[src/urxes_pkg.sv]
// Package: constants, types and helpers of the serial data and error block
// Function
// - Data write queues byte; read returns oldest
// - Bit 11 flags character lost to overrun
// - Bit 10 flags line low beyond frame
// - Break stores exactly one zero character
// - After break, wait for mark then start
// - Bit 9 flags parity mismatch per line control
// - Bit 8 flags stop bit not one
// - Error flags travel with their queued character
// - Status read shows last data-read entry flags
// - Status layout; overrun shows at once
// - Any status-offset write clears all error flags
// - Overrun keeps queue intact, drops new character
// - Status read-only, resets to zero
// - Entry holds byte plus four status bits
// - Data write starts sending; single holding register
package urxes_pkg;
  localparam int unsigned CLK_HZ = 20_000_000;
  localparam int unsigned BAUD_HZ = 115_200;
  localparam int unsigned BIT_CYC = CLK_HZ / BAUD_HZ;
  localparam logic [15:0] BAUD_RST = 16'(BIT_CYC);
  localparam logic [15:0] TICK_AT = 16'h0001;
  localparam int unsigned RXQ_DEPTH = 16;
  localparam int unsigned TXQ_DEPTH = 16;
  localparam logic [2:0] DATA_LAST = 3'h7;
  localparam logic [3:0] FRAME_BITS = 4'hA;
  localparam logic [3:0] FRAME_BITS_PAR = 4'hB;

  localparam logic [11:0] OFF_DATA = 12'h000;
  localparam logic [11:0] OFF_RSR = 12'h004;
  localparam logic [11:0] OFF_FLAG = 12'h018;
  localparam logic [11:0] OFF_BAUD = 12'h024;
  localparam logic [11:0] OFF_LCR = 12'h02C;
  localparam logic [11:0] OFF_IM = 12'h038;
  localparam logic [11:0] OFF_RIS = 12'h03C;
  localparam logic [11:0] OFF_MIS = 12'h040;

  localparam int unsigned RS_FRAMING = 0;
  localparam int unsigned RS_PARITY = 1;
  localparam int unsigned RS_BREAK = 2;
  localparam int unsigned RS_OE = 3;
  localparam int unsigned IS_RX = 4;
  localparam int unsigned IS_TX = 5;
  localparam int unsigned LCR_PEN = 1;
  localparam int unsigned LCR_EPS = 2;
  localparam int unsigned LCR_FEN = 4;
  localparam int unsigned LCR_SPS = 7;
  localparam int unsigned FL_BUSY = 3;
  localparam int unsigned FL_RXFE = 4;
  localparam int unsigned FL_TXFF = 5;
  localparam int unsigned FL_RXFF = 6;
  localparam int unsigned FL_TXFE = 7;

  localparam logic [3:0] RSR_RST = 4'h0;
  localparam logic [7:0] LCR_RST = 8'h00;
  localparam logic [5:0] IRQ_RST = 6'h00;

  typedef struct packed {
    logic oe;
    logic break_flag;
    logic parity_mismatch_flag;
    logic framing_flag;
    logic [7:0] data;
  } urxes_entry_t;

  typedef struct packed {
    logic wr;
    logic rd;
    logic [11:0] addr;
    logic [31:0] wdata;
  } urxes_req_t;

  // Parity bit that the line control asks for
  function automatic logic urxes_par(input logic [7:0] d, input logic eps, input logic sps);
    urxes_par = sps ? ~eps : (eps ? ^d : ~^d);
  endfunction
endpackage

[src/urxes_fifo.sv]
// Flip-flop queue with occupancy count; depth must be a power of two
module urxes_fifo #(
  parameter int unsigned W = 12,
  parameter int unsigned DEPTH = 16
) (
  input wire logic clk_sys, // System clock
  input wire logic rst, // Synchronous reset
  input wire logic push, // Store din
  input wire logic [W-1:0] din, // Data in
  input wire logic pop, // Drop head
  output logic [W-1:0] dout, // Head entry
  output logic [$clog2(DEPTH+1)-1:0] count // Entries held
);
  localparam int unsigned AW = $clog2(DEPTH);
  localparam int unsigned CW = $clog2(DEPTH + 1);
  logic [W-1:0] mem_reg [DEPTH];
  logic [AW-1:0] wp_reg;
  logic [AW-1:0] rp_reg;
  logic [CW-1:0] cnt_reg;
  logic do_push;
  logic do_pop;

  assign do_push = push && (cnt_reg != CW'(DEPTH));
  assign do_pop = pop && (cnt_reg != '0);
  assign dout = mem_reg[rp_reg];
  assign count = cnt_reg;

  always_ff @(posedge clk_sys) begin
    if (do_push) begin
      mem_reg[wp_reg] <= din;
    end
  end

  always_ff @(posedge clk_sys) begin
    if (rst) begin
      wp_reg <= '0;
      rp_reg <= '0;
      cnt_reg <= '0;
    end else begin
      if (do_push) begin
        wp_reg <= wp_reg + 1'b1;
      end
      if (do_pop) begin
        rp_reg <= rp_reg + 1'b1;
      end
      cnt_reg <= cnt_reg + CW'(do_push) - CW'(do_pop);
    end
  end
endmodule

[src/urxes_top.sv]
// Serial port data path: receiver, error status, transmit queue and registers
//
// Chosen here: the plain strobed port.
module urxes_top #(
  parameter int unsigned RXQ_DEPTH = urxes_pkg::RXQ_DEPTH, // Receive queue entries
  parameter int unsigned TXQ_DEPTH = urxes_pkg::TXQ_DEPTH // Transmit queue entries
) (
  input wire logic clk_sys, // System clock
  input wire logic rst, // Synchronous reset
  input wire urxes_pkg::urxes_req_t bus_req, // Register request
  output logic [31:0] bus_rdata, // Read data, cycle after read
  input wire logic rxd_pin, // Serial receive line
  output logic txd_pin, // Serial transmit line
  output logic irq // Level interrupt
);
  localparam int unsigned RCW = $clog2(RXQ_DEPTH + 1);
  localparam int unsigned TCW = $clog2(TXQ_DEPTH + 1);

  typedef enum logic [2:0] {
    RX_IDLE,
    RX_START,
    RX_DATA,
    RX_PAR,
    RX_STOP,
    RX_BRK
  } urxes_rx_st_t;

  logic rxd_m_reg;
  logic rxd_s_reg;
  urxes_rx_st_t st_reg;
  logic [15:0] cnt_reg;
  logic [2:0] idx_reg;
  logic [7:0] sh_reg;
  logic par_reg;
  logic oe_pend_reg;
  logic [3:0] rsr_reg;
  logic [7:0] lcr_reg;
  logic [15:0] baud_reg;
  logic [5:0] im_reg;
  logic [5:0] ris_reg;
  logic [31:0] rdata_reg;
  logic [31:0] rdata_next;
  logic [7:0] flags;
  logic [5:0] ev;
  urxes_pkg::urxes_entry_t rx_entry;
  urxes_pkg::urxes_entry_t rx_head;
  logic [RCW-1:0] rx_cnt;
  logic [TCW-1:0] tx_cnt;
  logic [7:0] tx_head;
  logic tx_ready;
  logic tx_done;
  logic tx_valid;
  logic bit_tick;
  logic rx_done;
  logic rx_push;
  logic rx_pop;
  logic rxq_full;
  logic txq_full;
  logic ovr_evt;
  logic fen;
  logic pen;
  logic eps;
  logic sps;
  logic wr_dr;
  logic rd_dr;
  logic wr_ecr;
  logic wr_lcr;
  logic wr_baud;
  logic wr_im;
  logic wr_ris;

  // Register decode
  assign wr_dr = bus_req.wr && (bus_req.addr == urxes_pkg::OFF_DATA);
  assign rd_dr = bus_req.rd && (bus_req.addr == urxes_pkg::OFF_DATA);
  assign wr_ecr = bus_req.wr && (bus_req.addr == urxes_pkg::OFF_RSR);
  assign wr_lcr = bus_req.wr && (bus_req.addr == urxes_pkg::OFF_LCR);
  assign wr_baud = bus_req.wr && (bus_req.addr == urxes_pkg::OFF_BAUD);
  assign wr_im = bus_req.wr && (bus_req.addr == urxes_pkg::OFF_IM);
  assign wr_ris = bus_req.wr && (bus_req.addr == urxes_pkg::OFF_RIS);

  assign fen = lcr_reg[urxes_pkg::LCR_FEN];
  assign pen = lcr_reg[urxes_pkg::LCR_PEN];
  assign eps = lcr_reg[urxes_pkg::LCR_EPS];
  assign sps = lcr_reg[urxes_pkg::LCR_SPS];

  // Receive line synchroniser
  always_ff @(posedge clk_sys) begin
    if (rst) begin
      rxd_m_reg <= 1'b1;
      rxd_s_reg <= 1'b1;
    end else begin
      rxd_m_reg <= rxd_pin;
      rxd_s_reg <= rxd_m_reg;
    end
  end

  assign bit_tick = cnt_reg <= urxes_pkg::TICK_AT;
  assign rx_done = (st_reg == RX_STOP) && bit_tick;

  // Receive framing: sample mid-bit, least significant bit first
  always_ff @(posedge clk_sys) begin
    if (rst) begin
      st_reg <= RX_IDLE;
      cnt_reg <= '0;
      idx_reg <= '0;
      sh_reg <= '0;
      par_reg <= 1'b0;
    end else begin
      if (!bit_tick) begin
        cnt_reg <= cnt_reg - 16'h0001;
      end
      case (st_reg)
        RX_IDLE: begin
          if (!rxd_s_reg) begin
            st_reg <= RX_START;
            cnt_reg <= baud_reg >> 1;
          end
        end
        RX_START: begin
          if (bit_tick) begin
            cnt_reg <= baud_reg;
            idx_reg <= '0;
            st_reg <= rxd_s_reg ? RX_IDLE : RX_DATA;
          end
        end
        RX_DATA: begin
          if (bit_tick) begin
            sh_reg <= {rxd_s_reg, sh_reg[7:1]};
            idx_reg <= idx_reg + 3'h1;
            cnt_reg <= baud_reg;
            if (idx_reg == urxes_pkg::DATA_LAST) begin
              st_reg <= pen ? RX_PAR : RX_STOP;
            end
          end
        end
        RX_PAR: begin
          if (bit_tick) begin
            par_reg <= rxd_s_reg;
            cnt_reg <= baud_reg;
            st_reg <= RX_STOP;
          end
        end
        RX_STOP: begin
          if (bit_tick) begin
            st_reg <= rx_entry.break_flag ? RX_BRK : RX_IDLE;
          end
        end
        RX_BRK: begin
          if (rxd_s_reg) begin
            st_reg <= RX_IDLE;
          end
        end
        default: begin
          st_reg <= RX_IDLE;
        end
      endcase
    end
  end

  // Entry built at the stop bit; flags travel with the byte
  always_comb begin
    rx_entry.data = sh_reg;
    rx_entry.framing_flag = !rxd_s_reg;
    rx_entry.parity_mismatch_flag = pen && (par_reg != urxes_pkg::urxes_par(sh_reg, eps, sps));
    rx_entry.break_flag = !rxd_s_reg && (sh_reg == '0) && (!pen || !par_reg);
    rx_entry.oe = oe_pend_reg;
  end

  // Without queueing the storage is one holding entry
  assign rxq_full = fen ? (rx_cnt == RCW'(RXQ_DEPTH)) : (rx_cnt != '0);
  assign rx_push = rx_done && !rxq_full;
  assign ovr_evt = rx_done && rxq_full;
  assign rx_pop = rd_dr && (rx_cnt != '0);

  urxes_fifo #(
    .W($bits(urxes_pkg::urxes_entry_t)),
    .DEPTH(RXQ_DEPTH)
  ) u_rxq (
    .clk_sys(clk_sys),
    .rst(rst),
    .push(rx_push),
    .din(rx_entry),
    .pop(rx_pop),
    .dout(rx_head),
    .count(rx_cnt)
  );

  // Lost character marked on the next one stored
  always_ff @(posedge clk_sys) begin
    if (rst) begin
      oe_pend_reg <= 1'b0;
    end else if (ovr_evt) begin
      oe_pend_reg <= 1'b1;
    end else if (rx_push) begin
      oe_pend_reg <= 1'b0;
    end
  end

  // Receive status: latched on data read, overrun at once, any write clears
  always_ff @(posedge clk_sys) begin
    if (rst) begin
      rsr_reg <= urxes_pkg::RSR_RST;
    end else begin
      if (wr_ecr) begin
        rsr_reg <= urxes_pkg::RSR_RST;
      end else if (rx_pop) begin
        rsr_reg[urxes_pkg::RS_FRAMING] <= rx_head.framing_flag;
        rsr_reg[urxes_pkg::RS_PARITY] <= rx_head.parity_mismatch_flag;
        rsr_reg[urxes_pkg::RS_BREAK] <= rx_head.break_flag;
        rsr_reg[urxes_pkg::RS_OE] <= rsr_reg[urxes_pkg::RS_OE] | rx_head.oe;
      end
      if (ovr_evt) begin
        rsr_reg[urxes_pkg::RS_OE] <= 1'b1;
      end
    end
  end

  // Configuration registers
  always_ff @(posedge clk_sys) begin
    if (rst) begin
      lcr_reg <= urxes_pkg::LCR_RST;
      baud_reg <= urxes_pkg::BAUD_RST;
      im_reg <= urxes_pkg::IRQ_RST;
    end else begin
      if (wr_lcr) begin
        lcr_reg <= bus_req.wdata[7:0];
      end
      if (wr_baud) begin
        baud_reg <= bus_req.wdata[15:0];
      end
      if (wr_im) begin
        im_reg <= bus_req.wdata[5:0];
      end
    end
  end

  // Interrupt events
  always_comb begin
    ev = '0;
    ev[urxes_pkg::RS_FRAMING] = rx_push && rx_entry.framing_flag;
    ev[urxes_pkg::RS_PARITY] = rx_push && rx_entry.parity_mismatch_flag;
    ev[urxes_pkg::RS_BREAK] = rx_push && rx_entry.break_flag;
    ev[urxes_pkg::RS_OE] = ovr_evt;
    ev[urxes_pkg::IS_RX] = rx_push;
    ev[urxes_pkg::IS_TX] = tx_done;
  end

  // Write one to clear; a new event wins over its clear
  always_ff @(posedge clk_sys) begin
    if (rst) begin
      ris_reg <= urxes_pkg::IRQ_RST;
    end else begin
      ris_reg <= (ris_reg & ~(wr_ris ? bus_req.wdata[5:0] : 6'h00)) | ev;
    end
  end

  assign irq = |(ris_reg & im_reg);

  // Transmit path
  assign txq_full = fen ? (tx_cnt == TCW'(TXQ_DEPTH)) : (tx_cnt != '0);
  assign tx_valid = tx_cnt != '0;

  urxes_fifo #(
    .W(8),
    .DEPTH(TXQ_DEPTH)
  ) u_txq (
    .clk_sys(clk_sys),
    .rst(rst),
    .push(wr_dr && !txq_full),
    .din(bus_req.wdata[7:0]),
    .pop(tx_valid && tx_ready),
    .dout(tx_head),
    .count(tx_cnt)
  );

  urxes_tx u_tx (
    .clk_sys(clk_sys),
    .rst(rst),
    .period(baud_reg),
    .pen(pen),
    .par(urxes_pkg::urxes_par(tx_head, eps, sps)),
    .data(tx_head),
    .valid(tx_valid),
    .ready(tx_ready),
    .txd(txd_pin),
    .done(tx_done)
  );

  // Status flags
  always_comb begin
    flags = '0;
    flags[urxes_pkg::FL_BUSY] = tx_valid || !tx_ready;
    flags[urxes_pkg::FL_RXFE] = rx_cnt == '0;
    flags[urxes_pkg::FL_TXFF] = txq_full;
    flags[urxes_pkg::FL_RXFF] = rxq_full;
    flags[urxes_pkg::FL_TXFE] = tx_cnt == '0;
  end

  // Read multiplexer
  always_comb begin
    rdata_next = '0;
    case (bus_req.addr)
      urxes_pkg::OFF_DATA: begin
        rdata_next = (rx_cnt != '0) ? 32'(rx_head) : '0;
      end
      urxes_pkg::OFF_RSR: begin
        rdata_next = 32'(rsr_reg);
      end
      urxes_pkg::OFF_FLAG: begin
        rdata_next = 32'(flags);
      end
      urxes_pkg::OFF_BAUD: begin
        rdata_next = 32'(baud_reg);
      end
      urxes_pkg::OFF_LCR: begin
        rdata_next = 32'(lcr_reg);
      end
      urxes_pkg::OFF_IM: begin
        rdata_next = 32'(im_reg);
      end
      urxes_pkg::OFF_RIS: begin
        rdata_next = 32'(ris_reg);
      end
      urxes_pkg::OFF_MIS: begin
        rdata_next = 32'(ris_reg & im_reg);
      end
      default: begin
        rdata_next = '0;
      end
    endcase
  end

  always_ff @(posedge clk_sys) begin
    if (rst) begin
      rdata_reg <= '0;
    end else begin
      rdata_reg <= bus_req.rd ? rdata_next : '0;
    end
  end

  assign bus_rdata = rdata_reg;

  a_rd_head_entry:
  assert property (@(posedge clk_sys) disable iff (rst)
    rx_pop |=> bus_rdata[11:0] == $past(rx_head))
    else $error("data read did not return the queue head");

  a_oe_pend_hold:
  assert property (@(posedge clk_sys) disable iff (rst)
    (ovr_evt || (oe_pend_reg && !rx_push)) |=> oe_pend_reg)
    else $error("lost character mark dropped before next store");

  a_brk_enter_wait:
  assert property (@(posedge clk_sys) disable iff (rst)
    (rx_done && rx_entry.break_flag) |=> st_reg == RX_BRK)
    else $error("break not followed by wait for mark");

  a_brk_zero_char:
  assert property (@(posedge clk_sys) disable iff (rst)
    (rx_push && rx_entry.break_flag) |-> (rx_entry.data == '0) && rx_entry.framing_flag)
    else $error("break stored a nonzero character");

  a_brk_no_store:
  assert property (@(posedge clk_sys) disable iff (rst)
    (st_reg == RX_BRK) |-> !rx_push && !ovr_evt)
    else $error("character stored during break");

  a_brk_need_mark:
  assert property (@(posedge clk_sys) disable iff (rst)
    (st_reg == RX_BRK && !rxd_s_reg) |=> st_reg == RX_BRK)
    else $error("break left while line low");

  a_rsr_latch_flags:
  assert property (@(posedge clk_sys) disable iff (rst)
    rx_pop |=> rsr_reg[2:0] == {$past(rx_head.break_flag), $past(rx_head.parity_mismatch_flag),
      $past(rx_head.framing_flag)})
    else $error("status does not match entry just read");

  a_ovr_status_now:
  assert property (@(posedge clk_sys) disable iff (rst)
    ovr_evt |=> rsr_reg[urxes_pkg::RS_OE] && ris_reg[urxes_pkg::RS_OE])
    else $error("overrun not shown in the next cycle");

  a_ecr_clears_all:
  assert property (@(posedge clk_sys) disable iff (rst)
    (wr_ecr && !ovr_evt) |=> rsr_reg == '0)
    else $error("error clear write left a flag set");

  a_ovr_queue_kept:
  assert property (@(posedge clk_sys) disable iff (rst)
    (ovr_evt && !rx_pop) |=> rx_cnt == $past(rx_cnt))
    else $error("queue changed on overrun");

  a_read_pops_one:
  assert property (@(posedge clk_sys) disable iff (rst)
    (rx_pop && !rx_push) |=> rx_cnt == $past(rx_cnt) - RCW'(1))
    else $error("data read did not remove one entry");
endmodule

[src/urxes_tx.sv]
// Serial transmitter: start, eight data bits, optional parity, one stop
module urxes_tx (
  input wire logic clk_sys, // System clock
  input wire logic rst, // Synchronous reset
  input wire logic [15:0] period, // Clocks per bit
  input wire logic pen, // Parity enable
  input wire logic par, // Parity bit to send
  input wire logic [7:0] data, // Byte to send
  input wire logic valid, // Byte offered
  output logic ready, // Shifter idle
  output logic txd, // Serial line
  output logic done // Last bit finished
);
  logic [10:0] sh_reg;
  logic [3:0] nb_reg;
  logic [15:0] cnt_reg;
  logic accept;
  logic tick;

  assign ready = nb_reg == '0;
  assign accept = valid && ready;
  assign tick = cnt_reg <= urxes_pkg::TICK_AT;
  assign done = (nb_reg == 4'h1) && tick;
  assign txd = sh_reg[0];

  always_ff @(posedge clk_sys) begin
    if (rst) begin
      sh_reg <= '1;
      nb_reg <= '0;
      cnt_reg <= '0;
    end else if (accept) begin
      sh_reg <= pen ? {1'b1, par, data, 1'b0} : {2'b11, data, 1'b0};
      nb_reg <= pen ? urxes_pkg::FRAME_BITS_PAR : urxes_pkg::FRAME_BITS;
      cnt_reg <= period;
    end else if (nb_reg != '0) begin
      if (tick) begin
        sh_reg <= {1'b1, sh_reg[10:1]};
        nb_reg <= nb_reg - 4'h1;
        cnt_reg <= period;
      end else begin
        cnt_reg <= cnt_reg - 16'h0001;
      end
    end
  end

  a_tx_start_bit:
  assert property (@(posedge clk_sys) disable iff (rst) accept |=> !txd && !ready)
    else $error("transmit did not start with a start bit");
endmodule
[config.mk]
export PLATFORM = sky130hd
export DESIGN_NAME = urxes_top
export DESIGN_NICKNAME = d
export VERILOG_FILES = /design/src/urxes_pkg.sv /design/src/urxes_fifo.sv /design/src/urxes_top.sv /design/src/urxes_tx.sv
export SDC_FILE = /design/constraint.sdc
export NUM_CORES = 1
export LEC_CHECK = 0
export BUFFER_PORTS_ARGS = -buffer_cell sky130_fd_sc_hd__clkbuf_2
export CORE_ASPECT_RATIO = 0.75
export CORE_MARGIN = 3
export CORE_UTILIZATION = 58
export CTS_CLUSTER_SIZE = 12
export DETAILED_ROUTE_END_ITERATION = 8
export PLACE_DENSITY = 0.86
export REMOVE_ABC_BUFFERS = 1
export SYNTH_ARGS = -nofsm -noshare
export SYNTH_HDL_FRONTEND = slang
export SYNTH_SLANG_ARGS = --single-unit
[constraint.sdc]
create_clock -name clk_sys -period 5.2 [get_ports clk_sys]
set_clock_uncertainty 0.05 [all_clocks]
set_input_delay 1.04 -clock clk_sys [delete_from_list [all_inputs] [get_ports clk_sys]]
set_output_delay 1.04 -clock clk_sys [all_outputs]
set_load 0.03 [all_outputs]
==> results of run 1 <==
## worst max-delay path: cells and delay by family
family,cells,cell delay [ns]
simple gates,7,1.56
fa+ha+maj,3,0.80
buf+inv,4,0.53
compound gates,2,0.36
## power breakdown
part / switching [µW] / total (µW) / internal [µW] / leakage (µW)
clock: 1410 / 3140 / 1730 / 0.000666
sequential: 213 / 4380 / 4170 / 0.00416
combinational: 1270 / 2130 / 862 / 0.00265
## metrics by stage
| step | total power (µW) | utilization | cell area, µm² |
|---|---|---|---|
| 2_1_floorplan | 5950 | - | 19600 |
| 3_3_place_gp | 6400 | 0.614 | 20800 |
| 3_5_place_dp | 6510 | 0.614 | 20800 |
| 4_1_cts | 9630 | 0.655 | 22100 |
| 5_1_grt | 10100 | 0.655 | 22100 |
| 6_report | 9660 | 0.655 | 22100 |
## layout make-up
cell class                      instances  area share
Multi-Input combinational cell        895       0.308
Inverter                               45     0.00763
Clock buffer                           81      0.0598
Antenna cell                            1    0.000113
Clock inverter                          4     0.00277
Tap cell                              450      0.0254
Timing Repair Buffer                   85      0.0233
Sequential cell                       474       0.573
## worst paths after layout
path                             startpoint                        end  slack, ns
setup / recovery                bus_req[39]  u_rxq.count[4]$_SDFF_PP0_       1.33
hold / removal         rxd_m_reg$_SDFF_PP1_       rxd_s_reg$_SDFF_PP1_       0.36
hold reg to reg        rxd_m_reg$_SDFF_PP1_       rxd_s_reg$_SDFF_PP1_       0.36
setup reg to reg  u_rxq.count[3]$_SDFF_PP0_  u_rxq.count[4]$_SDFF_PP0_       1.48
## cell families (layout without fill, tap and decap cells)
logic type,after synthesis,after routing,synth area share
AOI/OAI and AO/OA,262,262,0.0839
other,1,17,0.000187
muxes,107,107,0.112
xor gates and xnor gates,39,39,0.0170
adders and majority gates,36,36,0.0232
DFF,474,474,0.632
and+or+nand+nor,435,435,0.0985
buffers and inverters,143,215,0.0326
## per-layer routing
layer	GRT usage	up-vias	share of wire
met5	0	-	0
met4	0.0881	0	0.038
met3	0.0506	159	0.12
met2	0.398	973	0.45
met1	0.385	6579	0.40
li1	-	5720	-
## cell usage in the layout, fill, tap and decap left out, drive strengths merged, types with 21 or more instances in the layout
cell type | netlist | final
edfxtp | 320 | 320
o21ai | 48 | 48
ha | 34 | 34
xnor2 | 26 | 26
nand2 | 141 | 141
nor2 | 138 | 138
buf | 42 | 36
dfxtp | 154 | 154
nor3 | 37 | 37
and2 | 21 | 21
mux4 | 92 | 92
a21oi | 88 | 88
clkbuf | 56 | 130
inv | 44 | 46
a22oi | 22 | 22
nand3 | 36 | 36
==> key figures, run 1 <==
Cells and area
  – Fin cells: just over 2000
  – Fillers: 2279
  – Max FFs per register: around 190
  – Reg area: about 13000 µm²
  – Layout area overhead: 10.3%
  – Layout cells sized above 1: 0.160
  – Fin nets: ~1600
  – Area of the multi-input gates: ~6800 µm²

Synthesis
  – Count leader, synth: edfxtp_1
  – Syn Std Cell Area: ~20000 µm²
  – Yosys warnings: 0
  – Top_reg_cell synth: edfxtp_1
  – Number of synthesized flops with an enable pin: 320
  – Ys async rst share: 0
  – Library cells used by synthesis: a little over 70
  – Commonest cells post-synth: 320 x edfxtp_1, 154 x dfxtp_1, 141 x nand2_1
  – Mean Syn Cell Area: around 13 µm²
  – Synth Instances: approximately 1500
  – Largest area contributor in the netlist: edfxtp_1
  – Sequential fraction of the synthesis area: 0.632
  – Top-area cell type share of the netlist area: 0.479
  – Synth area leaders: edfxtp_1 48%, dfxtp_1 15%, mux4_2 9.6%
  – Seq cells post-synth: 474

Setup path
  – Crit path cell chain: clkbuf_2, nor3_1, nand2_1, nor2_1, and3b_1, buf_4, nand2_1, clkinv_1, ha_1, inv_1, ha_1, fa_1, a21oi_1, nor2_1, or3_1, a21oi_1
  – Crit-path max FO: 13
  – Reg2reg path depth: 16
  – Worst Path Arrival: roughly 4.3 ns
  – Critical Path RT: 5.64 ns
  – Critical Path Sink Type: flip-flop
  – Critical path startpoint category: primary input
  – Critical Path Slowest Stage Cell: fa_1
  – Worst path max stage delay: roughly 0.45 ns
  – Crit path kind: primary input to flip-flop

Die
  – Overall die width: about 220 µm
  – I/O Pins: 83
  – Row count: 58
  – Core area: roughly 34000 µm²
  – Die Y: 167 µm
  – Initial Util: 0.594
  – Die ar.: 36900 µm²

Worst hold path
  – Hold path cells: 1
  – Hold Crit Class: flip-flop to flip-flop

Timing
  – Hold_ws: 0.362 ns
  – Final setup fails: 0
  – Worst Tran Pin Value: around 1.2 ns
  – Fin. Hold Viols: 0
  – Max Clk Rate: 0.258 GHz
  – Final setup margin: 1.33 ns
  – RSZ-0062 raised after global routing: false
  – Fin. max-slew vios: 0
  – Final min period: slightly below 4 ns
  – Final worst-path cycle share: 0.744
  – Final TNS setup: 0 ns
  – Slew margin rel.: 0.181

Flow run
  – # Max-Cap Violations: 0

Power and ir drop
  – Max VDD drop: around 0.29 mV
  – P_leak: between 0.007 and 0.008 µW
  – Power density over cell area: about 440 nW/µm²

CTS
  – Worst skew pair latency: 0.58 ns
  – H-Tree Depth: 2
  – TritonCTS clock tree: done
  – Hold_buf cts: 0
  – Setup Buffers After CTS: 0
  – Clk buf depth: 3
  – CTS Root Cell: clkbuf_16
  – Cts bufs inserted: 46
  – Post-CTS resize count: 0
  – CTS clk-pin slew, worst paths: 0.06 ns
  – Total clock sinks: between 400 and 500

Global route
  – Vias in the first global route: roughly 13000
  – Global-route wire length before repair: about 75000 µm
  – Gr usage total: 0.261
  – Largest net degree at the start of global routing: between 70 and 80
  – Initial antenna violation count: 1
  – Overflow left after global routing: 0

Drt
  – DRC Markers: 0
  – Via count: ~13000
  – Post-route antenna net violation count: 0
  – Via density: 6.60
  – First-pass DRT Iterations: 8
  – Initial DRC count: roughly 2100
  – Wire length per cell: approximately 24 µm
  – Routed WL: 48600 µm

Place
  – Hpwl dp: approximately 31000 µm
  – Port bufs: 50
  – Placer Congestion: between 0.9 and 1
  – Pre-CTS setup slack: between 0.9 and 1 ns
  – Placed cell count: approximately 1900

Status
  – Status: finished, final reports clean
Note: power is estimated with default switching activity, not from simulation.
==> inputs of run 2 (changes only) <==
--- a/config.mk
+++ b/config.mk
@@ -8,7 +8,7 @@
 export BUFFER_PORTS_ARGS = -buffer_cell sky130_fd_sc_hd__clkbuf_2
 export CORE_ASPECT_RATIO = 0.75
 export CORE_MARGIN = 3
-export CORE_UTILIZATION = 58
+export CORE_UTILIZATION = 56
 export CTS_CLUSTER_SIZE = 12
 export DETAILED_ROUTE_END_ITERATION = 8
 export PLACE_DENSITY = 0.86
==> constraint.sdc (replaced) <==
create_clock -name clk_sys -period 3.2 [get_ports clk_sys]
set_clock_uncertainty 0.05 [all_clocks]
set_input_delay 0.64 -clock clk_sys [delete_from_list [all_inputs] [get_ports clk_sys]]
set_output_delay 0.64 -clock clk_sys [all_outputs]
set_load 0.03 [all_outputs]
==> key figures, run 2 (synthesis gave the netlist of run 1 again) <==
Status
  – Status: finished, final reports clean

Cells and area
  – Most frequent cells in the layout: 320 x edfxtp_1, 152 x dfxtp_1, 141 x nand2_1, 131 x nor2_1, 89 x buf_4
  – Max FFs per register: roughly 190
  – Fin cells: around 2100
  – Final core occ: 0.648
  – Layout cells sized above 1: 0.195
  – Fin nets: between 1500 and 2000
  – Diodes inserted: 0
  – Final Cell Area: approximately 23000 µm²
  – Commonest non-fill, non-tap cell in the layout: edfxtp_1
  – Layout area overhead: 12.9%

Setup path
  – Critical Path Sink Type: flip-flop
  – Critical Path RT: approximately 3.6 ns
  – Worst Path Arrival: 3.52 ns
  – R2R setup slack: 0.08 ns
  – Reg2reg path depth: 9
  – Critical path startpoint category: flip-flop
  – Worst reg2reg endpoint: u_tx.sh_reg[9]$_SDFFE_PP1P_
  – Crit-path max FO: 17
  – Crit path kind: flip-flop to flip-flop

Place
  – Placer Congestion: 0.915
  – Hpwl dp: 32400 µm
  – Port bufs: 50
  – Placed cell count: between 2000 and 2500
  – Pre-CTS setup slack: -0.169 ns
  – Cell Area, Placed: ~21000 µm²

Die
  – Die Y: ~170 µm
  – Core area: 35000 µm²
  – Die ar.: between 30000 and 40000 µm²
  – Initial Util: 0.574
  – Overall die width: roughly 220 µm
  – Row count: slightly below 60
  – I/O Pins: between 80 and 90

Timing
  – Final min period: 3.12 ns
  – Fin. max-slew vios: 0
  – Final setup margin: approximately 0.08 ns
  – Slew margin rel.: 0.439
  – Fin. Hold Viols: 0
  – Max Clk Rate: 0.320 GHz
  – Final setup fails: 0
  – Final worst-path cycle share: 0.975
  – Worst Tran Pin Value: 0.838 ns
  – RSZ-0062 raised after global routing: false

CTS
  – Clk buf depth: 3
  – Hold_buf cts: 0
  – CTS Root Cell: clkbuf_16
  – Cts bufs inserted: 47
  – CTS clk-pin slew, worst paths: approximately 0.060 ns
  – Worst skew pair latency: 0.56 ns
  – Total clock sinks: between 400 and 500
  – TritonCTS clock tree: done
  – H-Tree Depth: 2

Power and ir drop
  – Power density over cell area: between 700 and 800 nW/µm²
  – P_leak: 0.00781 µW
  – Max VDD drop: just over 0.4 mV

Worst hold path
  – Min-Delay Endpoint: rxd_m_reg$_SDFF_PP1_
  – Hold Crit Class: primary input to flip-flop
  – Hold path cells: 2
  – Hold path start: rxd_pin

Drt
  – Initial DRC count: 2000
  – First-pass DRT Iterations: 6
  – Wire length per cell: between 20 and 25 µm
  – Via count: between 10000 and 15000
  – DRC Markers: 0
  – Post-route antenna net violation count: 0
  – Met1 Wirelength: between 15000 and 20000 µm
  – WL met2: roughly 23000 µm
  – Routed WL: 49500 µm
  – Via density: 6.40
  – Top routing layer used: met5
  – Met3 wire length: between 5000 and 6000 µm

Flow run
  – # Max-Cap Violations: 0

Global route
  – Global-route wire length before repair: about 76000 µm
  – Gr usage total: 0.259
  – Vias in the first global route: 13200
  – Largest net degree at the start of global routing: 45
  – Initial antenna violation count: 1
  – Overflow left after global routing: 0
-- run 2: cell count changes in the layout (fill, tap and decap cells not counted), sizes merged --
cell | before | now
buf | 36 | 93
diode | 1 | 0
clkinv | 3 | 1
-- run 2: area by class of cell --
type	instances	area, µm²
clock inverter	2	17.5
clock buffer	81	1380
timing repair buffer	142	993
tap	457	572
sequential	474	12700
inverter	45	169
multi-input combinational	895	6830
fill	2352	12300
-- run 2: what timing repair did --
item	CTS	global route
endpoints found under the setup margin	0	2
setup buffers	0	1
resized for setup	0	7
-- run 2: layer usage --
layer / vias to the layer above / GRT usage
met5: - / 0
met4: 2 / 0.0991
met3: 144 / 0.0626
met2: 896 / 0.399
met1: 6557 / 0.362
li1: 5822 / -
-- run 2: critical path: stages (launching register included) --
cell and delay [ns]:
dfxtp_2 0.48, buf_12 0.23, mux4_2 0.55, a22o_1 0.28, nor2_1 0.38, xnor2_1 0.19
xnor2_1 0.17, xnor2_1 0.19, mux2_1 0.34, and2_1 0.13
-- run 2: where the power goes --
part           total, µW  switching [µW]  internal [µW]  leakage, µW
sequential          7040             266           6780      0.00417
combinational       3750            2190           1560      0.00297
clock               5120            2200           2910     0.000676
total              15900            4660          11300      0.00781
-- run 2: per-stage QoR --
step                      hold WS, ns  TNS, ns  power, µW
after floorplan                 0.339   -51.04       9670
after global placement          0.348   -0.119      10600
after detailed placement        0.343   -0.169      10800
after CTS                       0.216        0      15900
after global routing            0.225        0      16600
final                           0.223        0      15900
-- run 2: worst max path at each step --
stage                                          endpoint  cells past startpoint  slack, ns
after floorplan           u_rxq.mem_reg[3][0]$_DFFE_PP_                      6      -0.52
after global placement        u_rxq.count[4]$_SDFF_PP0_                     14      -0.12
after detailed placement      u_rxq.count[4]$_SDFF_PP0_                     14      -0.17
after CTS                     u_rxq.count[4]$_SDFF_PP0_                     15       0.08
after global routing          u_txq.count[4]$_SDFF_PP0_                     14       0.01
final                       u_tx.sh_reg[9]$_SDFFE_PP1P_                      9       0.08
